### config.mk
export PLATFORM = sky130hd
export DESIGN_NAME = bphc_halt_ctrl
export DESIGN_NICKNAME = d
export VERILOG_FILES = /design/src/logic/bphc_halt_ctrl.v /design/src/logic/bphc_addr_form.v /design/src/logic/bphc_exec_match.v
export VERILOG_INCLUDE_DIRS = /design/src /design/src/logic
export SDC_FILE = /design/constraint.sdc
export NUM_CORES = 1
export LEC_CHECK = 0
export CAP_MARGIN = 40
export CORE_UTILIZATION = 30
export CTS_CLUSTER_DIAMETER = 150
export CTS_CLUSTER_SIZE = 30
export DETAILED_ROUTE_END_ITERATION = 7
export DONT_BUFFER_PORTS = 1
export PLACE_DENSITY = 0.41
export SLEW_MARGIN = 20
export SYNTH_ARGS = -nofsm -noshare
export SYNTH_HDL_FRONTEND = slang
export SYNTH_HIERARCHICAL = 1
export SYNTH_SLANG_ARGS = --single-unit
### constraint.sdc
create_clock -name clk_sys -period 2.6 [get_ports clk_sys]
set_clock_uncertainty 0.2 [all_clocks]
set_input_delay 0.39 -clock clk_sys [delete_from_list [all_inputs] [get_ports clk_sys]]
set_output_delay 0.39 -clock clk_sys [all_outputs]
set_load 0.05 [all_outputs]
### src/logic/bphc_map.vh
`ifndef BPHC_MAP_VH
`define BPHC_MAP_VH
// Functional notes
// - after load, go control is forever: no halt factor enabled; reset and a start with forever set forever, a code load leaves go control unchanged.
// - at init both match registers hold all don't-care and are disabled.
// - after code load, segment and pointer take the first instruction location.
// - start begins at the current segment and pointer.
// - start with a location begins there instead.
// - with no halt factor, run until abort or fatal error.
// - abort finishes current instruction, stops pointing at the next one.
// - start with forever disables every halt factor.
// - start with conditions loads and enables the match registers; the start loads only the first, the second keeps what a store put there.
// - match condition is 20-bit address, per-bit 0/1/don't-care, plus executed.
// - match is evaluated only on queue take, not on prefetch.
// - match when executed byte address equals all cared bits.
// - plain address without base is reduced modulo 65536.
// - masked entry loads 0/1/don't-care; don't-care bits ignored.
// - single condition loads first register only; second untouched.
// - OR puts one condition in each register; halt on either match.
// - AND of two execution conditions is rejected and not carried out.

// ----------------------------------------
// register offsets
// ----------------------------------------
`define BPHC_ADDR_W        4
`define BPHC_REG_CMD       4'h0
`define BPHC_REG_CSEG      4'h1
`define BPHC_REG_IPTR      4'h2
`define BPHC_REG_ADDRBASE  4'h3
`define BPHC_REG_ADDRDISP  4'h4
`define BPHC_REG_CARE_LO   4'h5
`define BPHC_REG_CARE_HI   4'h6
`define BPHC_REG_ENTRY     4'h7
`define BPHC_REG_STATUS    4'h8
`define BPHC_REG_M0_VAL    4'h9
`define BPHC_REG_M0_CARE   4'ha
`define BPHC_REG_M1_VAL    4'hb
`define BPHC_REG_M1_CARE   4'hc

// ----------------------------------------
// command register fields
// ----------------------------------------
`define BPHC_CMD_START     0
`define BPHC_CMD_FROM      1
`define BPHC_CMD_FOREVER   2
`define BPHC_CMD_ABORT     3
`define BPHC_CMD_LOADED    4
`define BPHC_CMD_COMBINE   5
`define BPHC_CMD_STORE0    6
`define BPHC_CMD_STORE1    7
`define BPHC_CMD_NCOND_LSB 8

// ----------------------------------------
// entry kinds and combine modes
// ----------------------------------------
`define BPHC_ENTRY_PLAIN   2'h0
`define BPHC_ENTRY_BASED   2'h1
`define BPHC_ENTRY_MASKED  2'h2
`define BPHC_COMB_OR       1'b0
`define BPHC_COMB_AND      1'b1

// ----------------------------------------
// go control settings and reset values
// ----------------------------------------
`define BPHC_GO_FOREVER    2'h0
`define BPHC_GO_ONE        2'h1
`define BPHC_GO_OR         2'h2
`define BPHC_CARE_NONE     20'h00000
`define BPHC_ADDR_ZERO     20'h00000
`define BPHC_WORD_ZERO     16'h0000

`endif

### src/logic/bphc_halt_ctrl.v
`include "bphc_map.vh"
module bphc_halt_ctrl (
  clk_sys,
  resetn,
  regAddr,
  regWrData,
  regWrite,
  regRead,
  regRdData,
  takeValid,
  takeAddr,
  instrDone,
  nextSeg,
  nextPtr,
  fatalError,
  emuRun,
  startPulse,
  startSeg,
  startPtr,
  haltPulse
);
  input  wire        clk_sys;
  input  wire        resetn;
  input  wire [3:0]  regAddr;
  input  wire [31:0] regWrData;
  input  wire        regWrite;
  input  wire        regRead;
  output reg  [31:0] regRdData;
  input  wire        takeValid;
  input  wire [19:0] takeAddr;
  input  wire        instrDone;
  input  wire [15:0] nextSeg;
  input  wire [15:0] nextPtr;
  input  wire        fatalError;
  output reg         emuRun;
  output reg         startPulse;
  output reg  [15:0] startSeg;
  output reg  [15:0] startPtr;
  output reg         haltPulse;

  // ----------------------------------------
  // state
  // ----------------------------------------
  reg  [15:0] cseg_q;
  reg  [15:0] iptr_q;
  reg  [15:0] base_q;
  reg  [15:0] disp_q;
  reg  [19:0] mval_q;
  reg  [19:0] mcare_q;
  reg  [1:0]  kind_q;
  reg  [19:0] m0Val_q;  // 20-bit execution match address
  reg  [19:0] m0Care_q; // per-bit care, a zero bit is don't-care
  reg  [19:0] m1Val_q;
  reg  [19:0] m1Care_q;
  reg  [1:0]  goCtl_q;
  reg         abortPend_q;
  reg         andErr_q;
  reg         hitFlag_q;
  reg         fatalFlag_q;
  reg         abortFlag_q;
  wire [19:0] formVal;
  wire [19:0] formCare;
  wire        hit0;
  wire        hit1;
  wire        en0;
  wire        en1;
  wire        cmdWr;
  wire [1:0]  nCond;

  assign cmdWr = regWrite & (regAddr == `BPHC_REG_CMD);
  assign nCond = regWrData[`BPHC_CMD_NCOND_LSB+1:`BPHC_CMD_NCOND_LSB];
  assign en0   = (goCtl_q != `BPHC_GO_FOREVER);
  assign en1   = (goCtl_q == `BPHC_GO_OR);

  bphc_addr_form uForm (
    .entryKind  (kind_q),
    .baseWord   (base_q),
    .dispWord   (disp_q),
    .maskedVal  (mval_q),
    .maskedCare (mcare_q),
    .matchVal   (formVal),
    .matchCare  (formCare)
  );

  bphc_exec_match uMatch0 (
    .takeValid (takeValid & emuRun),
    .takeAddr  (takeAddr),
    .regVal    (m0Val_q),
    .regCare   (m0Care_q),
    .regEnable (en0),
    .hit       (hit0)
  );

  bphc_exec_match uMatch1 (
    .takeValid (takeValid & emuRun),
    .takeAddr  (takeAddr),
    .regVal    (m1Val_q),
    .regCare   (m1Care_q),
    .regEnable (en1),
    .hit       (hit1)
  );

  // ----------------------------------------
  // entry staging registers
  // ----------------------------------------
  always @(posedge clk_sys) begin
    if (!resetn) begin
      base_q  <= `BPHC_WORD_ZERO;
      disp_q  <= `BPHC_WORD_ZERO;
      mval_q  <= `BPHC_ADDR_ZERO;
      mcare_q <= `BPHC_CARE_NONE;
      kind_q  <= `BPHC_ENTRY_PLAIN;
    end else if (regWrite) begin
      case (regAddr)
        `BPHC_REG_ADDRBASE: base_q <= regWrData[15:0];
        `BPHC_REG_ADDRDISP: disp_q <= regWrData[15:0];
        `BPHC_REG_CARE_LO: begin
          mval_q  <= regWrData[19:0];
        end
        `BPHC_REG_CARE_HI: mcare_q <= regWrData[19:0];
        `BPHC_REG_ENTRY:   kind_q  <= regWrData[1:0];
        default: ;
      endcase
    end
  end

  // ----------------------------------------
  // go control, match registers and run state
  // ----------------------------------------
  always @(posedge clk_sys) begin
    startPulse <= 1'b0;
    haltPulse  <= 1'b0;
    if (!resetn) begin
      goCtl_q     <= `BPHC_GO_FOREVER;
      m0Val_q     <= `BPHC_ADDR_ZERO;
      m0Care_q    <= `BPHC_CARE_NONE;
      m1Val_q     <= `BPHC_ADDR_ZERO;
      m1Care_q    <= `BPHC_CARE_NONE;
      cseg_q      <= `BPHC_WORD_ZERO;
      iptr_q      <= `BPHC_WORD_ZERO;
      emuRun      <= 1'b0;
      startSeg    <= `BPHC_WORD_ZERO;
      startPtr    <= `BPHC_WORD_ZERO;
      abortPend_q <= 1'b0;
      andErr_q    <= 1'b0;
      hitFlag_q   <= 1'b0;
      fatalFlag_q <= 1'b0;
      abortFlag_q <= 1'b0;
    end else begin
      // software may set segment and pointer while halted
      if (regWrite && !emuRun && regAddr == `BPHC_REG_CSEG)
        cseg_q <= regWrData[15:0];
      if (regWrite && !emuRun && regAddr == `BPHC_REG_IPTR)
        iptr_q <= regWrData[15:0];
      // store formed entry into a register without starting
      if (cmdWr && !emuRun && regWrData[`BPHC_CMD_STORE0]) begin
        m0Val_q  <= formVal;
        m0Care_q <= formCare;
      end
      if (cmdWr && !emuRun && regWrData[`BPHC_CMD_STORE1]) begin
        m1Val_q  <= formVal;
        m1Care_q <= formCare;
      end
      // code loaded: entry point taken from the formed base and offset
      if (cmdWr && !emuRun && regWrData[`BPHC_CMD_LOADED]) begin
        cseg_q <= base_q;
        iptr_q <= disp_q;
      end
      if (cmdWr && !emuRun && regWrData[`BPHC_CMD_START]) begin
        if (nCond == 2'h2 && regWrData[`BPHC_CMD_COMBINE] == `BPHC_COMB_AND) begin
          andErr_q <= 1'b1; // request dropped whole
        end else begin
          andErr_q    <= 1'b0;
          hitFlag_q   <= 1'b0;
          fatalFlag_q <= 1'b0;
          abortFlag_q <= 1'b0;
          emuRun      <= 1'b1;
          startPulse  <= 1'b1;
          if (regWrData[`BPHC_CMD_FROM]) begin
            startSeg <= base_q;
            startPtr <= disp_q;
          end else begin
            startSeg <= cseg_q;
            startPtr <= iptr_q;
          end
          if (regWrData[`BPHC_CMD_FOREVER]) begin
            goCtl_q <= `BPHC_GO_FOREVER;
          end else if (nCond == 2'h1) begin
            goCtl_q <= `BPHC_GO_ONE;
            m0Val_q  <= formVal;
            m0Care_q <= formCare;
          end else if (nCond == 2'h2) begin
            // second register was staged by an earlier store
            goCtl_q <= `BPHC_GO_OR;
            m0Val_q  <= formVal;
            m0Care_q <= formCare;
          end
        end
      end
      // abort waits for the instruction in progress to end
      if (cmdWr && emuRun && regWrData[`BPHC_CMD_ABORT])
        abortPend_q <= 1'b1;
      if (emuRun) begin
        if (fatalError) begin
          emuRun      <= 1'b0;
          haltPulse   <= 1'b1;
          fatalFlag_q <= 1'b1;
          abortPend_q <= 1'b0;
        end else if (hit0 | hit1) begin
          emuRun      <= 1'b0;
          haltPulse   <= 1'b1;
          hitFlag_q   <= 1'b1;
          // a pending abort must not survive into the next run
          abortPend_q <= 1'b0;
        end else if (abortPend_q && instrDone) begin
          emuRun      <= 1'b0;
          haltPulse   <= 1'b1;
          abortFlag_q <= 1'b1;
          abortPend_q <= 1'b0;
        end
        // keep the next-instruction location current while running
        if (instrDone) begin
          cseg_q <= nextSeg;
          iptr_q <= nextPtr;
        end
      end
    end
  end

  // ----------------------------------------
  // read port: data stands one cycle after the strobe
  // ----------------------------------------
  always @(posedge clk_sys) begin
    if (!resetn) begin
      regRdData <= 32'h00000000;
    end else if (regRead) begin
      case (regAddr)
        `BPHC_REG_CSEG:     regRdData <= {16'h0000, cseg_q};
        `BPHC_REG_IPTR:     regRdData <= {16'h0000, iptr_q};
        `BPHC_REG_ADDRBASE: regRdData <= {16'h0000, base_q};
        `BPHC_REG_ADDRDISP: regRdData <= {16'h0000, disp_q};
        `BPHC_REG_CARE_LO:  regRdData <= {12'h000, mval_q};
        `BPHC_REG_CARE_HI:  regRdData <= {12'h000, mcare_q};
        `BPHC_REG_ENTRY:    regRdData <= {30'h0, kind_q};
        `BPHC_REG_STATUS:   regRdData <= {24'h000000, abortPend_q, abortFlag_q, fatalFlag_q, hitFlag_q,
                                          andErr_q, emuRun, goCtl_q};
        `BPHC_REG_M0_VAL:   regRdData <= {12'h000, m0Val_q};
        `BPHC_REG_M0_CARE:  regRdData <= {12'h000, m0Care_q};
        `BPHC_REG_M1_VAL:   regRdData <= {12'h000, m1Val_q};
        `BPHC_REG_M1_CARE:  regRdData <= {12'h000, m1Care_q};
        default:            regRdData <= 32'h00000000;
      endcase
    end else begin
      regRdData <= 32'h00000000;
    end
  end
endmodule // bphc_halt_ctrl

### src/logic/bphc_addr_form.v
`include "bphc_map.vh"
// forms a 20-bit match value and care mask from one console entry
module bphc_addr_form (
  input  wire [1:0]  entryKind,
  input  wire [15:0] baseWord,
  input  wire [15:0] dispWord,
  input  wire [19:0] maskedVal,
  input  wire [19:0] maskedCare,
  output reg  [19:0] matchVal,
  output reg  [19:0] matchCare
);
  // ----------------------------------------
  // entry decode
  // ----------------------------------------
  always @* begin
    case (entryKind)
      `BPHC_ENTRY_PLAIN: begin
        // a 16-bit word already is the value modulo 65536
        matchVal  = {4'h0, dispWord};
        matchCare = 20'hfffff;
      end
      `BPHC_ENTRY_BASED: begin
        matchVal  = {baseWord, 4'h0} + {4'h0, dispWord};
        matchCare = 20'hfffff;
      end
      `BPHC_ENTRY_MASKED: begin
        matchVal  = maskedVal & maskedCare;
        matchCare = maskedCare;
      end
      default: begin
        matchVal  = `BPHC_ADDR_ZERO;
        matchCare = `BPHC_CARE_NONE;
      end
    endcase
  end
endmodule // bphc_addr_form

### src/logic/bphc_exec_match.v
`include "bphc_map.vh"
// compares one executed byte address against one match register
module bphc_exec_match (
  input  wire        takeValid,
  input  wire [19:0] takeAddr,
  input  wire [19:0] regVal,
  input  wire [19:0] regCare,
  input  wire        regEnable,
  output wire        hit
);
  // prefetches never reach here: only queue takes qualify
  assign hit = regEnable & takeValid & (((takeAddr ^ regVal) & regCare) == 20'h00000);
endmodule // bphc_exec_match

Word-level counts from Yosys, hierarchy flattened
Cells that the tools add are included.
{ "classes": {"n_reduce_logical": 30, "n_bitwise": 13, "mux": 59, "eq_ne": 17, "addsub": 1} }
{ "op_table": {"columns": ["operator", "count"], "rows": [
  ["2-to-1 mux 20 bit", 12],
  ["case mux 20 bit (12 select lines)", 1],
  ["2-to-1 mux 16 bit", 10],
  ["bitwise AND 20 bit", 3],
  ["case mux 20 bit (3 select lines)", 1],
  ["zero test 20 bit", 2],
  ["case mux 20 bit (2 select lines)", 1],
  ["bitwise XOR 20 bit", 2],
  ["2-to-1 mux 1 bit", 31],
  ["adder 20 x 16 -> 20 bit", 1],
  ["equality test 4 bit, second input constant", 5],
  ["AND reduction 2 bit", 9],
  ["equality test 4 x 3 -> 1 bit, second input constant", 4],
  ["logical AND 1 bit", 12],
  ["equality test 4 x 2 -> 1 bit, second input constant", 2],
  ["bitwise AND 1 bit", 6],
  ["equality test 2 bit, second input constant", 3],
  ["2-to-1 mux 2 bit", 3],
  ["equality test 2 x 1 -> 1 bit, second input constant", 2],
  ["equality test 4 x 1 -> 1 bit, second input constant", 1],
  ["zero test 4 bit", 1],
  ["AND reduction 3 bit", 1],
  ["nonzero test 3 bit", 1],
  ["zero test 2 bit", 1],
  ["5 further kinds", 5]
]} }
{ "word_totals": {"output_inout_bits": 67, "ff_bits": 260, "word_cells": 143, "input_bits": 95} }

Longest topological paths before layout
Gate-level depths: netlist of run 1.
{ "depth": {"word_depth": 10, "mapped_depth": 11} }

Modules after synthesis
The synthesis of run 1 kept the hierarchy.
{ "by_module_without_submodules": {"columns": ["mod", "cells_each", "area_each_um2", "n_inst"], "rows": [
  ["bphc_halt_ctrl", 1334, 11623.6, 1],
  ["bphc_addr_form", 188, 1221.2, 1],
  ["bphc_exec_match", 36, 284.0, 2]
]} }

Worst setup path after synthesis of run 1
No wires, ideal clock.
{ "synth_path": {"path_type": "reg-to-reg", "startpoint": "reg disp_q[4]", "endpoint": "reg m0Val_q[14]", "setup_time_ns": 0.120, "slack_ns": 0.320, "synth_period_minus_slack_ns": 2.280, "path_buffers": 0, "t_arrival_ns": 1.961, "stages_incl_launch_ff": 12, "path_cell_list": "dfxtp_1 ha_1 inv_1 fa_1 nor2b_1 o21ai_2 a21boi_2 a311oi_1 xnor2_1 a31o_1 nand2_1 mux2i_1"} }
{ "synth_via": {"elab_chain_len": 8} }
{ "synth_rtl": {"columns": ["element", "line", "text"], "rows": [
  ["from (decl)", "bphc_halt_ctrl.v:47", "reg [15:0] disp_q;"],
  ["from (signal assigned)", "bphc_halt_ctrl.v:109", "disp_q <= `BPHC_WORD_ZERO;"],
  ["from (signal assigned)", "bphc_halt_ctrl.v:116", "`BPHC_REG_ADDRDISP: disp_q <= regWrData[15:0];"],
  ["adder 20 x 16 -> 20 bit (*)", "bphc_addr_form.v:23", "matchVal = {baseWord, 4'h0} + {4'h0, dispWord};"],
  ["case mux 20 bit (3 select lines) (*)", "bphc_addr_form.v:16", "case (entryKind)"],
  ["via formVal[14]", "bphc_halt_ctrl.v:61", "wire [19:0] formVal;"],
  ["2-to-1 mux 20 bit", "bphc_halt_ctrl.v:156", "if (cmdWr && !emuRun && regWrData[`BPHC_CMD_STORE0]) begin"],
  ["2-to-1 mux 20 bit", "bphc_halt_ctrl.v:192", "end else if (nCond == 2'h2) begin"],
  ["2-to-1 mux 20 bit", "bphc_halt_ctrl.v:188", "end else if (nCond == 2'h1) begin"],
  ["2-to-1 mux 20 bit", "bphc_halt_ctrl.v:186", "if (regWrData[`BPHC_CMD_FOREVER]) begin"],
  ["2-to-1 mux 20 bit", "bphc_halt_ctrl.v:170", "if (nCond == 2'h2 && regWrData[`BPHC_CMD_COMBINE] == `BPHC_COMB_AND) begin"],
  ["2-to-1 mux 20 bit (*)", "bphc_halt_ctrl.v:169", "if (cmdWr && !emuRun && regWrData[`BPHC_CMD_START]) begin"],
  ["to (signal assigned)", "bphc_halt_ctrl.v:157", "m0Val_q <= formVal;"],
  ["to (signal assigned)", "bphc_halt_ctrl.v:190", "m0Val_q <= formVal;"],
  ["to (signal assigned)", "bphc_halt_ctrl.v:195", "m0Val_q <= formVal;"],
  ["to (decl)", "bphc_halt_ctrl.v:51", "reg [19:0] m0Val_q;"]
]} }
The timed path passes the listed nets; every way through them passes the cells marked *.
A chain may end at the register's enable or synchronous reset.

Worst setup path after layout of run 1
{ "layout_path": {"startpoint": "reg disp_q[8]", "endpoint": "reg m0Val_q[17]"} }
The elaborated chain is that of the path after synthesis.

==> reports/summary.txt, run 1 <==
Pins over their slew limit = 0
Max Fanout on Critical Path = 5
H-Tree Depth = 1
PD cells = 419.7 nW/um^2
Status = complete, but fails checks
Worst Path Arrival = 2.78 ns
Failing checks = design-rule violations
Post-DP HPWL = 38540 um
Maxcap violations = 0
Worst setup SP type = flip-flop
Non-Filler Instances = 2336
Gpl congestion = 0.8710
Most frequent cells in the layout = nand2_1 (394), dfxtp_1 (245), dlygate4sd3_1 (175)
Top-Level Pins = 162
Post-Synth Adder-Cell Area = 1.269%
Setup-failing EPs final = 0
Primary FF master, synth = dfxtp_1
Highest clock rate = 398.2 MHz
CTS buffer count = 12
Post-Synth XOR/XNOR Area = 3.396%
Initial Utilization = 30.40%
DP Area = 14200 um^2
Layout net count = 1850
Via count = 12660
Vias per std cell = 5.420
Die Width = 213.4 um
Ant diodes = 0
Mapped Area = 13410 um^2
Largest net degree at the start of global routing = 123
Final instance area = 16630 um^2
Simple-gate share of the synthesized area = 19.32%
TritonCTS clock tree = done
Layout cells sized above 1 = 10.78%
Clock Latency Late Sink = 0.53 ns
Placeable Area = 44120 um^2
Total die area = 45560 um^2
Synth warn = 6
Async S/R FF share, synth = 0%
Unique masters post-synth = 83
EDFF count, synth = 0
Slew HR = 54.41%
DR pass1 iterations = 8
Smallest hold slack = 0.008278 ns
Yosys reg bits = 248
Area fraction in compound gates after synthesis = 25.85%
Worst-Margin Slew = 0.6838 ns
Setup CP Type = reg2reg
Peak supply drop = 0.3196 mV
Tcrit/Tclk final = 96.59%
Worst EP required = 2.87 ns
Drt wl/cell = 25.02 um
Total Power = 6980 uW
Clk buf depth = 3
Initial drt markers = 1231
First-pass GRT wire length = 84250 um
FP Rows = 77
Initial antenna violation count = 0
Tmin final = 2.511 ns
Number of buffers added on ports = 0
Total GRT Usage = 24.90%
Placed cell count = 2135
Post-route ant nets = 0
Seq/Total Area, Yosys = 37.01%
Grt ovf = 0
Routed WL = 58440 um
Final Hold Vio Count = 0
Clock sink total = 248
Post-synthesis mux area share = 6.399%
Final Util = 37.69%
Crit end category = flip-flop
Static Leak = 0.006609 uW
Commonest non-fill, non-tap cell in the layout = nand2_1
Clock-pin slew on the worst setup and hold paths = 0.13 ns
Combinational family with the most area after synthesis = compound AO/OA/AOI/OAI gates
Vias in the first global route = 12303
CTS root buffer = clkbuf_16
Die Ht = 213.4 um
Area Growth Syn to Fin = 23.98%
DRC Markers = 1
Min-delay worst type = in2reg
Cells after synthesis = 1594
Syn avg cell area = 8.415 um^2
## synthesized netlist by cell type, drive strengths merged, types with 17 or more instances
| library cell | number | area share (%) |
|---|---|---|
| inv | 30 | 0.84 |
| a21boi | 122 | 6.9 |
| a22oi | 33 | 1.8 |
| and3 | 55 | 2.6 |
| nand2 | 398 | 11 |
| a31oi | 19 | 0.89 |
| a211oi | 37 | 2.9 |
| xor2 | 47 | 3.1 |
| a22o | 26 | 1.7 |
| buf | 76 | 3.8 |
| o21ai | 103 | 3.9 |
| dfxtp | 248 | 37 |
| o211a | 32 | 2.4 |
| nand3 | 17 | 0.67 |
| clkbuf | 71 | 2.1 |
| a221oi | 24 | 1.6 |
| a21oi | 25 | 1.1 |
| mux2i | 79 | 5.9 |
## report_power, final
group	internal, uW	switching (uW)	total [uW]
clock	934	1460	2390
sequential	3840	74.2	3920
combinational	285	383	668
total	5060	1920	6980
## metrics by stage
| stage | setup TNS (ns) | worst slack (ns) |
|---|---|---|
| after floorplan | 0 | 0.3196 |
| after global placement | 0 | 0.05539 |
| after detailed placement | 0 | 0.06413 |
| after CTS | 0 | 0.03294 |
| after global routing | -0.0008629 | -0.0008629 |
| final | 0 | 0.08863 |
## flip-flops by register name, summed over array words and instances (netlist names), 2 cells and up
signal     flops
startSeg      16
base_q        16
m1Val_q       20
cseg_q        16
startPtr      16
goCtl_q        2
m0Care_q      20
m1Care_q      20
m0Val_q       20
kind_q         2
disp_q        16
mcare_q       20
mval_q        20
regRdData     20
iptr_q        16
## layer usage
metal | part of all wire, % | vias up | global-route usage [%]
met5 | 0 | - | 0
met4 | 1.6 | 0 | 4.039
met3 | 6.1 | 58 | 2.739
met2 | 45 | 430 | 39.08
met1 | 48 | 6257 | 36.92
li1 | - | 5915 | -
## kinds of logic (layout without fill, tap and decap cells)
| logic type | after synthesis | in the layout |
|---|---|---|
| buffers and inverters | 177 | 316 |
| adders and majority gates | 13 | 13 |
| xor gates and xnor gates | 52 | 52 |
| other | 1 | 12 |
| muxes | 84 | 84 |
| DFF | 248 | 248 |
| and+or+nand+nor | 554 | 554 |
| AOI/OAI and AO/OA | 465 | 465 |
## area by class of cell
class / instances / area (um^2)
Clock buffer: 13 / 325.3
Clock inverter: 3 / 28.78
Fill cell: 4688 / 27500
Inverter: 30 / 112.6
Multi-Input combinational cell: 1180 / 7736
Sequential cell: 248 / 4969
Tap cell: 592 / 740.7
Timing Repair Buffer: 270 / 2718
## path summary, 6_finish.rpt
| check | start | endpoint | slack (ns) | cells past startpoint |
|---|---|---|---|---|
| max | disp_q[8]$_SDFFE_PN0P_ | m0Val_q[17]$_SDFF_PN0_ | 0.09 | 9 |
| min | regWrData[6] | iptr_q[6]$_SDFF_PN0_ | 0.008 | 3 |
| max reg2reg | disp_q[8]$_SDFFE_PN0P_ | m0Val_q[17]$_SDFF_PN0_ | 0.09 | 9 |
| min reg2reg | abortFlag_q$_SDFF_PN0_ | abortFlag_q$_SDFF_PN0_ | 0.28 | 2 |
## what timing repair did
action | CTS | global route
endpoints found under the setup margin | 0 | 34
buffers inserted | 0 | 3
hold endpoints to repair | 234 | 0
hold buffers | 177 | 0
gates resized for setup | 0 | 27
## worst max-delay path: stages (launching register included)
cell and delay (ns):
dfxtp_2 0.34, ha_2 0.38, and3_4 0.20, a311o_2 0.25, a21boi_2 0.09, buf_4 0.14
or4_1 0.46, nand3_1 0.16, nand2_1 0.08, mux2i_1 0.15
(Power assumes the default switching activity.)
==> run 2: changes to the inputs <==
ABC_AREA = 1   (was default)
CORE_UTILIZATION = 41   (was 30)
PLACE_DENSITY = 0.52   (was 0.41)
==> run 2 against run 1 <==
Compared with the run above:
- critical path type is now in2reg
- non-clock buffer count decreased by 89
- the flow now finishes without violations
- hold slack improved by 0.011 ns
- design area decreased by 3.8%
- core utilization increased by 11 points
- critical endpoint is now m0Val_q[4]$_SDFF_PN0_
- synthesized cell count increased by 41%
- register-to-register slack improved by 0.07 ns
==> reports/summary.txt, run 2 <==
Worst Path Arrival = 2.70 ns
Synth area leaders = dfxtp_1 (36%), nand2_1 (16%), nand3_1 (10%)
Initial Utilization = 42.17%
Die Width = 185.9 um
Yosys top cell area share = 35.82%
Vias per std cell = 5.350
Seq/Total Area, Yosys = 35.82%
Slowest stage delay, CP = 0.65 ns
Setup CP Type = in2reg
Initial drt markers = 1406
Yosys reg bits = 248
Setup-failing EPs final = 0
Placed cell count = 2636
Crit. Startpoint = regWrData[9]
Seq pwr share = 56.4%
H-Tree Depth = 1
Register Area = 4967 um^2
Unique masters post-synth = 40
Critical path cell sequence = dlygate4sd3_1 -> inv_4 -> nor2_2 -> inv_1 -> nor2_2 -> inv_1 -> nand3_4 -> buf_6 -> nand3_1 -> nand2_1 -> dlygate4sd3_1 -> nor2_1
Worst-Margin Slew = 0.6659 ns
Non-Filler Instances = 2766
Final Hold Vio Count = 0
Layout cells sized above 1 = 6.204%
FP Rows = 66
Tcrit/Tclk final = 95.72%
Commonest non-fill, non-tap cell in the layout = nand2_1
Primary FF master, synth = dfxtp_1
Worst setup margin = 0.1113 ns
Most frequent cells in the layout = nand2_1 (600), nand3_1 (281), inv_1 (271)
Total GRT Usage = 31.44%
Clock-pin slew on the worst setup and hold paths = 0.12 ns
CTS root buffer = clkbuf_16
PD cells = 433.8 nW/um^2
Post-synth top cells = nand2_1 (601), nand3_1 (281), inv_1 (271)
R2R Setup Slk = 0.16 ns
Grt met1 use = 42.03%
First-pass GRT wire length = 81360 um
Min-delay worst type = in2reg
Post-route ant nets = 0
R2R Path End = haltPulse$_SDFF_PN0_
Worst setup SP type = input pin
Slew HR = 55.13%
Critical Path Slowest Stage Cell = dlygate4sd3_1
DRC Markers = 0
Drt wl/cell = 19.83 um
Sw frac = 27.58%
Static Leak = 0.006978 uW
Grt met3 use = 4.950%
GRT Max-Usage Layer = met2
Routed WL = 54850 um
Post-CTS setup buffers = 0
Syn avg cell area = 6.168 um^2
FF-to-FF path depth = 12
Synth warn = 6
Hold path depth = 2
Vias in the first global route = 13512
CP delay by family, top = buffers and inverters
Gpl congestion = 0.9196
Layout net count = 2429
Maxcap violations = 0
Peak supply drop = 0.6332 mV
Async S/R FF share, synth = 0%
Crit end category = flip-flop
Combinational Power Share = 10.4%
Worst hold start = nextPtr[15]
Most frequent cell after synthesis = nand2_1
Initial antenna violation count = 5
Pins over their slew limit = 0
Top-Level Pins = 162
Net Sw Power = 1914 uW
Clock sink total = 248
DP Area = 14440 um^2
Pre-CTS setup slack = 0.2466 ns
Status = complete, no violations
Placeable Area = 32870 um^2
Grt ovf = 0
CTS buffer count = 12
Smallest hold slack = 0.01952 ns
Final instance area = 16000 um^2
# fillers = 3567
Post-DP HPWL = 37980 um
Area Growth Syn to Fin = 15.45%
Highest clock rate = 401.8 MHz
Clk buf depth = 3
Buffers & Inverters on Critical Path = 6
Die Ht = 185.9 um
TritonCTS clock tree = done
Number of buffers added on ports = 0
Via count = 14798
Met2 usage = 50.57%
Worst EP required = 2.81 ns
DR pass1 iterations = 7
Clock network fraction of total power = 33.3%
Mapped Area = 13860 um^2
Max Fanout on Critical Path = 10
Hold EP = iptr_q[15]$_SDFF_PN0_
Area of the multi-input gates = 7287 um^2
Power Internal = 5026 uW
Post-synth top area cell = dfxtp_1
Clock Latency Late Sink = 0.51 ns
Cells after synthesis = 2247
EDFF count, synth = 0
Total die area = 34540 um^2
Tmin final = 2.489 ns
Largest net degree at the start of global routing = 135
RR Startpoint = goCtl_q[1]$_SDFFE_PN0P_
==> run 2: per-layer routing <==
| metal | part of all wire [%] | vias to the layer above |
|---|---|---|
| li1 | - | 7268 |
| met1 | 43 | 6876 |
| met2 | 45 | 563 |
| met3 | 8.1 | 87 |
| met4 | 3.5 | 4 |
| met5 | 0.049 | - |
==> run 2: through the flow <==
step                power (uW)  setup TNS (ns)  utilization, %
floorplan                 4400               0               -
CTS                       6972               0           48.45
finish                    6941               0           48.68
detailed placement        4540               0           43.94
global route              7149       -0.008718           48.68
global placement          4535               0           43.87
==> run 2: kinds of logic after synthesis <==
logic type | share of synthesized area (%)
and+or+nand+nor | 34.94
AOI/OAI and AO/OA | 15.80
buffers and inverters | 12.06
DFF | 35.82
adders and majority gates | 1.228
xor gates and xnor gates | 0.1264
other | 0.02706
==> run 2: what timing repair did <==
item                       CTS  global route
setup endpoints to repair    0            26
hold buffers               110             0
resized for setup            0            11
hold endpoints to repair   229             0
==> run 2: worst reg2reg max path: stages (launching register included) <==
cell	delay, ns
dfxtp_1	0.38
or2_2	0.31
nand2_1	0.12
nor2_1	0.06
nand3_1	0.09
nor3_2	0.05
nor2_2	0.23
nand3_1	0.14
nand2_1	0.08
inv_1	0.06
nand2_1	0.05
dlygate4sd3_1	0.54
inv_1	0.04
==> run 2: worst max path at each step <==
stage	slack [ns]	cells past startpoint	to
floorplan	0.56	11	m1Val_q[16]$_SDFFE_PN0P_
global placement	0.21	11	m1Val_q[12]$_SDFFE_PN0P_
detailed placement	0.25	11	m1Val_q[12]$_SDFFE_PN0P_
CTS	0.008	12	m0Care_q[14]$_SDFF_PN0_
global route	-0.009	12	m0Val_q[0]$_SDFF_PN0_
finish	0.11	12	m0Val_q[4]$_SDFF_PN0_
==> run 2: power groups by stage <==
stage,clock network (uW),registers (uW),logic [uW]
2_1_floorplan,0,3980,415
3_3_place_gp,0,4000,540
3_5_place_dp,0,4000,543
4_1_cts,2350,3910,706
5_1_grt,2450,3920,780
6_report,2310,3910,719
==> run 2: layout make-up <==
class	count	area share (%)
Antenna cell	3	0.04692
Clock buffer	13	2.033
Clock inverter	1	0.1877
Inverter	281	6.608
Multi-Input combinational cell	1597	45.54
Sequential cell	248	31.04
Tap cell	442	3.456
Timing Repair Buffer	181	11.08
==> run 3: changes to the inputs <==
CORE_MARGIN = 2   (was default)
RECOVER_POWER = 25   (was default)
==> run 3 against run 2 <==
Compared with the run above:
- design area decreased by 0.77%
- via count is 0.39% lower
- global-route usage down 1.6 points
- fmax shrank 0.91%
- non-clock buffer count fell by 12
- critical path depth is 2 lower
- clock power barely moved
- power decreased by 0.58%
- register-to-register slack better by 0.03 ns
- core utilization decreased by 1.2 points
- flip-flop and latch count did not move
- count of clock-buffer cells in the layout is the same
==> reports/summary.txt, run 3 (synthesis results as in run 2) <==
Status = complete, no violations
Clock Latency Late Sink = 0.51 ns
Maxcap violations = 0
Routed WL = 53940 um
Initial drt markers = 1621
Layout cells sized above 1 = 5.457%
Worst hold start = regWrData[8]
Peak supply drop = 0.3214 mV
Setup total negative slack = 0 ns
RSZ-0062 raised after global routing = false
Hold path depth = 5
Non-Filler Instances = 2757
Sw frac = 27.26%
Number of buffers added on ports = 0
Crit end category = flip-flop
Drt wl/cell = 19.57 um
Worst setup SP type = input pin
Total die area = 35290 um^2
Worst Path Arrival = 2.73 ns
DRC Markers = 0
Net Sw Power = 1881 uW
Smallest hold slack = 0.01985 ns
GRT Max-Usage Layer = met2
Top-Level Pins = 162
Max Fanout on Critical Path = 40
Grt ovf = 0
First-pass GRT wire length = 81770 um
Setup-failing EPs final = 0
Gpl congestion = 0.9507
Total Power = 6901 uW
Via count = 14740
DR pass1 iterations = 5
R2R Path End = m0Val_q[2]$_SDFF_PN0_
Final Util = 47.47%
Seq pwr share = 56.7%
Final Hold Vio Count = 0
Tmin final = 2.512 ns
Clock sink total = 248
Commonest non-fill, non-tap cell in the layout = nand2_1
Die Width = 187.9 um
H-Tree Depth = 1
Power Internal = 5020 uW
Tcrit/Tclk final = 96.60%
Worst EP required = 2.81 ns
RR Startpoint = emuRun$_SDFF_PN0_
Highest clock rate = 398.2 MHz
CTS buffer count = 12
Setup CP Type = in2reg
Clk buf depth = 3
Clock network fraction of total power = 33.1%
Placed cell count = 2634
Area Growth Syn to Fin = 14.55%
Worst-Margin Slew = 0.8066 ns
Layout net count = 2417
Total GRT Usage = 29.88%
CTS root buffer = clkbuf_16
Vias in the first global route = 13706
TritonCTS clock tree = done
PD cells = 434.6 nW/um^2
Largest net degree at the start of global routing = 141
Min-delay worst type = in2reg
Placeable Area = 33450 um^2
Met2 usage = 48.35%
Slew HR = 46.23%
Initial antenna violation count = 0
R2R Setup Slk = 0.19 ns
Most frequent cells in the layout = nand2_1 (600), nand3_1 (281), inv_1 (272)
Post-DP HPWL = 37070 um
Post-route ant nets = 0
FF-to-FF path depth = 9
Ant diodes = 0
Combinational Power Share = 10.3%
Grt met3 use = 4.080%
Grt met1 use = 41.53%
Initial Utilization = 41.44%
Vias per std cell = 5.346
Static Leak = 0.006967 uW
FP Rows = 67
Clock-pin slew on the worst setup and hold paths = 0.12 ns
Hold EP = goCtl_q[0]$_SDFFE_PN0P_
Die Ht = 187.9 um
Pins over their slew limit = 0
## run 3: changes by cell type in the layout (fill, tap and decap cells not counted), sizes merged
cell,before,now
buf,72,58
clkbuf,14,18
diode,3,0
dlygate4sd3,108,104
dlymetal6s4s,0,2
## run 3: area by class of cell
type	count	area (um^2)
inverter	281	1055
sequential	248	4967
fill	3539	17570
clock buffer	13	325.3
multi-input combinational	1597	7267
timing repair buffer	169	1672
clock inverter	1	30.03
tap	448	560.5
## run 3: timing repair
action | CTS | global route
hold buffers | 108 | 0
resized for setup | 0 | 8
endpoints found under the setup margin | 0 | 36
buffers inserted | 0 | 0
endpoints found under the hold margin | 227 | 0
## run 3: metrics by stage
| step | area [um^2] | setup WS (ns) |
|---|---|---|
| 3_3_place_gp | 14390 | 0.2130 |
| 2_1_floorplan | 13900 | 0.5605 |
| 4_1_cts | 15880 | 0.02690 |
| 5_1_grt | 15880 | 0.005285 |
| 3_5_place_dp | 14410 | 0.2220 |
| 6_report | 15880 | 0.08841 |
## run 3: how the worst max path moves through the flow
stage / cells past startpoint / end / from
finish: 10 / m0Care_q[2]$_SDFF_PN0_ / regWrData[5]
global route: 10 / m0Val_q[12]$_SDFF_PN0_ / regWrData[5]
CTS: 11 / m0Care_q[2]$_SDFF_PN0_ / regWrData[8]
detailed placement: 11 / m1Val_q[12]$_SDFFE_PN0P_ / base_q[0]$_SDFFE_PN0P_
global placement: 11 / m1Val_q[12]$_SDFFE_PN0P_ / base_q[0]$_SDFFE_PN0P_
floorplan: 11 / m1Val_q[16]$_SDFFE_PN0P_ / disp_q[4]$_SDFFE_PN0P_
## run 3: critical path, stage by stage
cell and delay, ns:
dlygate4sd3_1 0.67, inv_1 0.18, nor2_2 0.17, inv_1 0.10, nand3_2 0.15, clkbuf_16 0.28, nand3_1 0.10, nand2_1 0.08
dlygate4sd3_1 0.55, nor2_1 0.04
## run 3: per-layer routing
layer | up-vias | routed length [um]
li1 | 7241 | -
met1 | 6836 | 24040
met2 | 587 | 24490
met3 | 76 | 3894
met4 | 0 | 1518
met5 | - | 0
## run 3: power groups by stage
stage,registers [uW],clock network (uW),logic (uW)
finish,3910,2280,709
global route,3920,2470,770
CTS,3910,2340,701
detailed placement,4000,0,534
global placement,3990,0,528
floorplan,3980,0,415
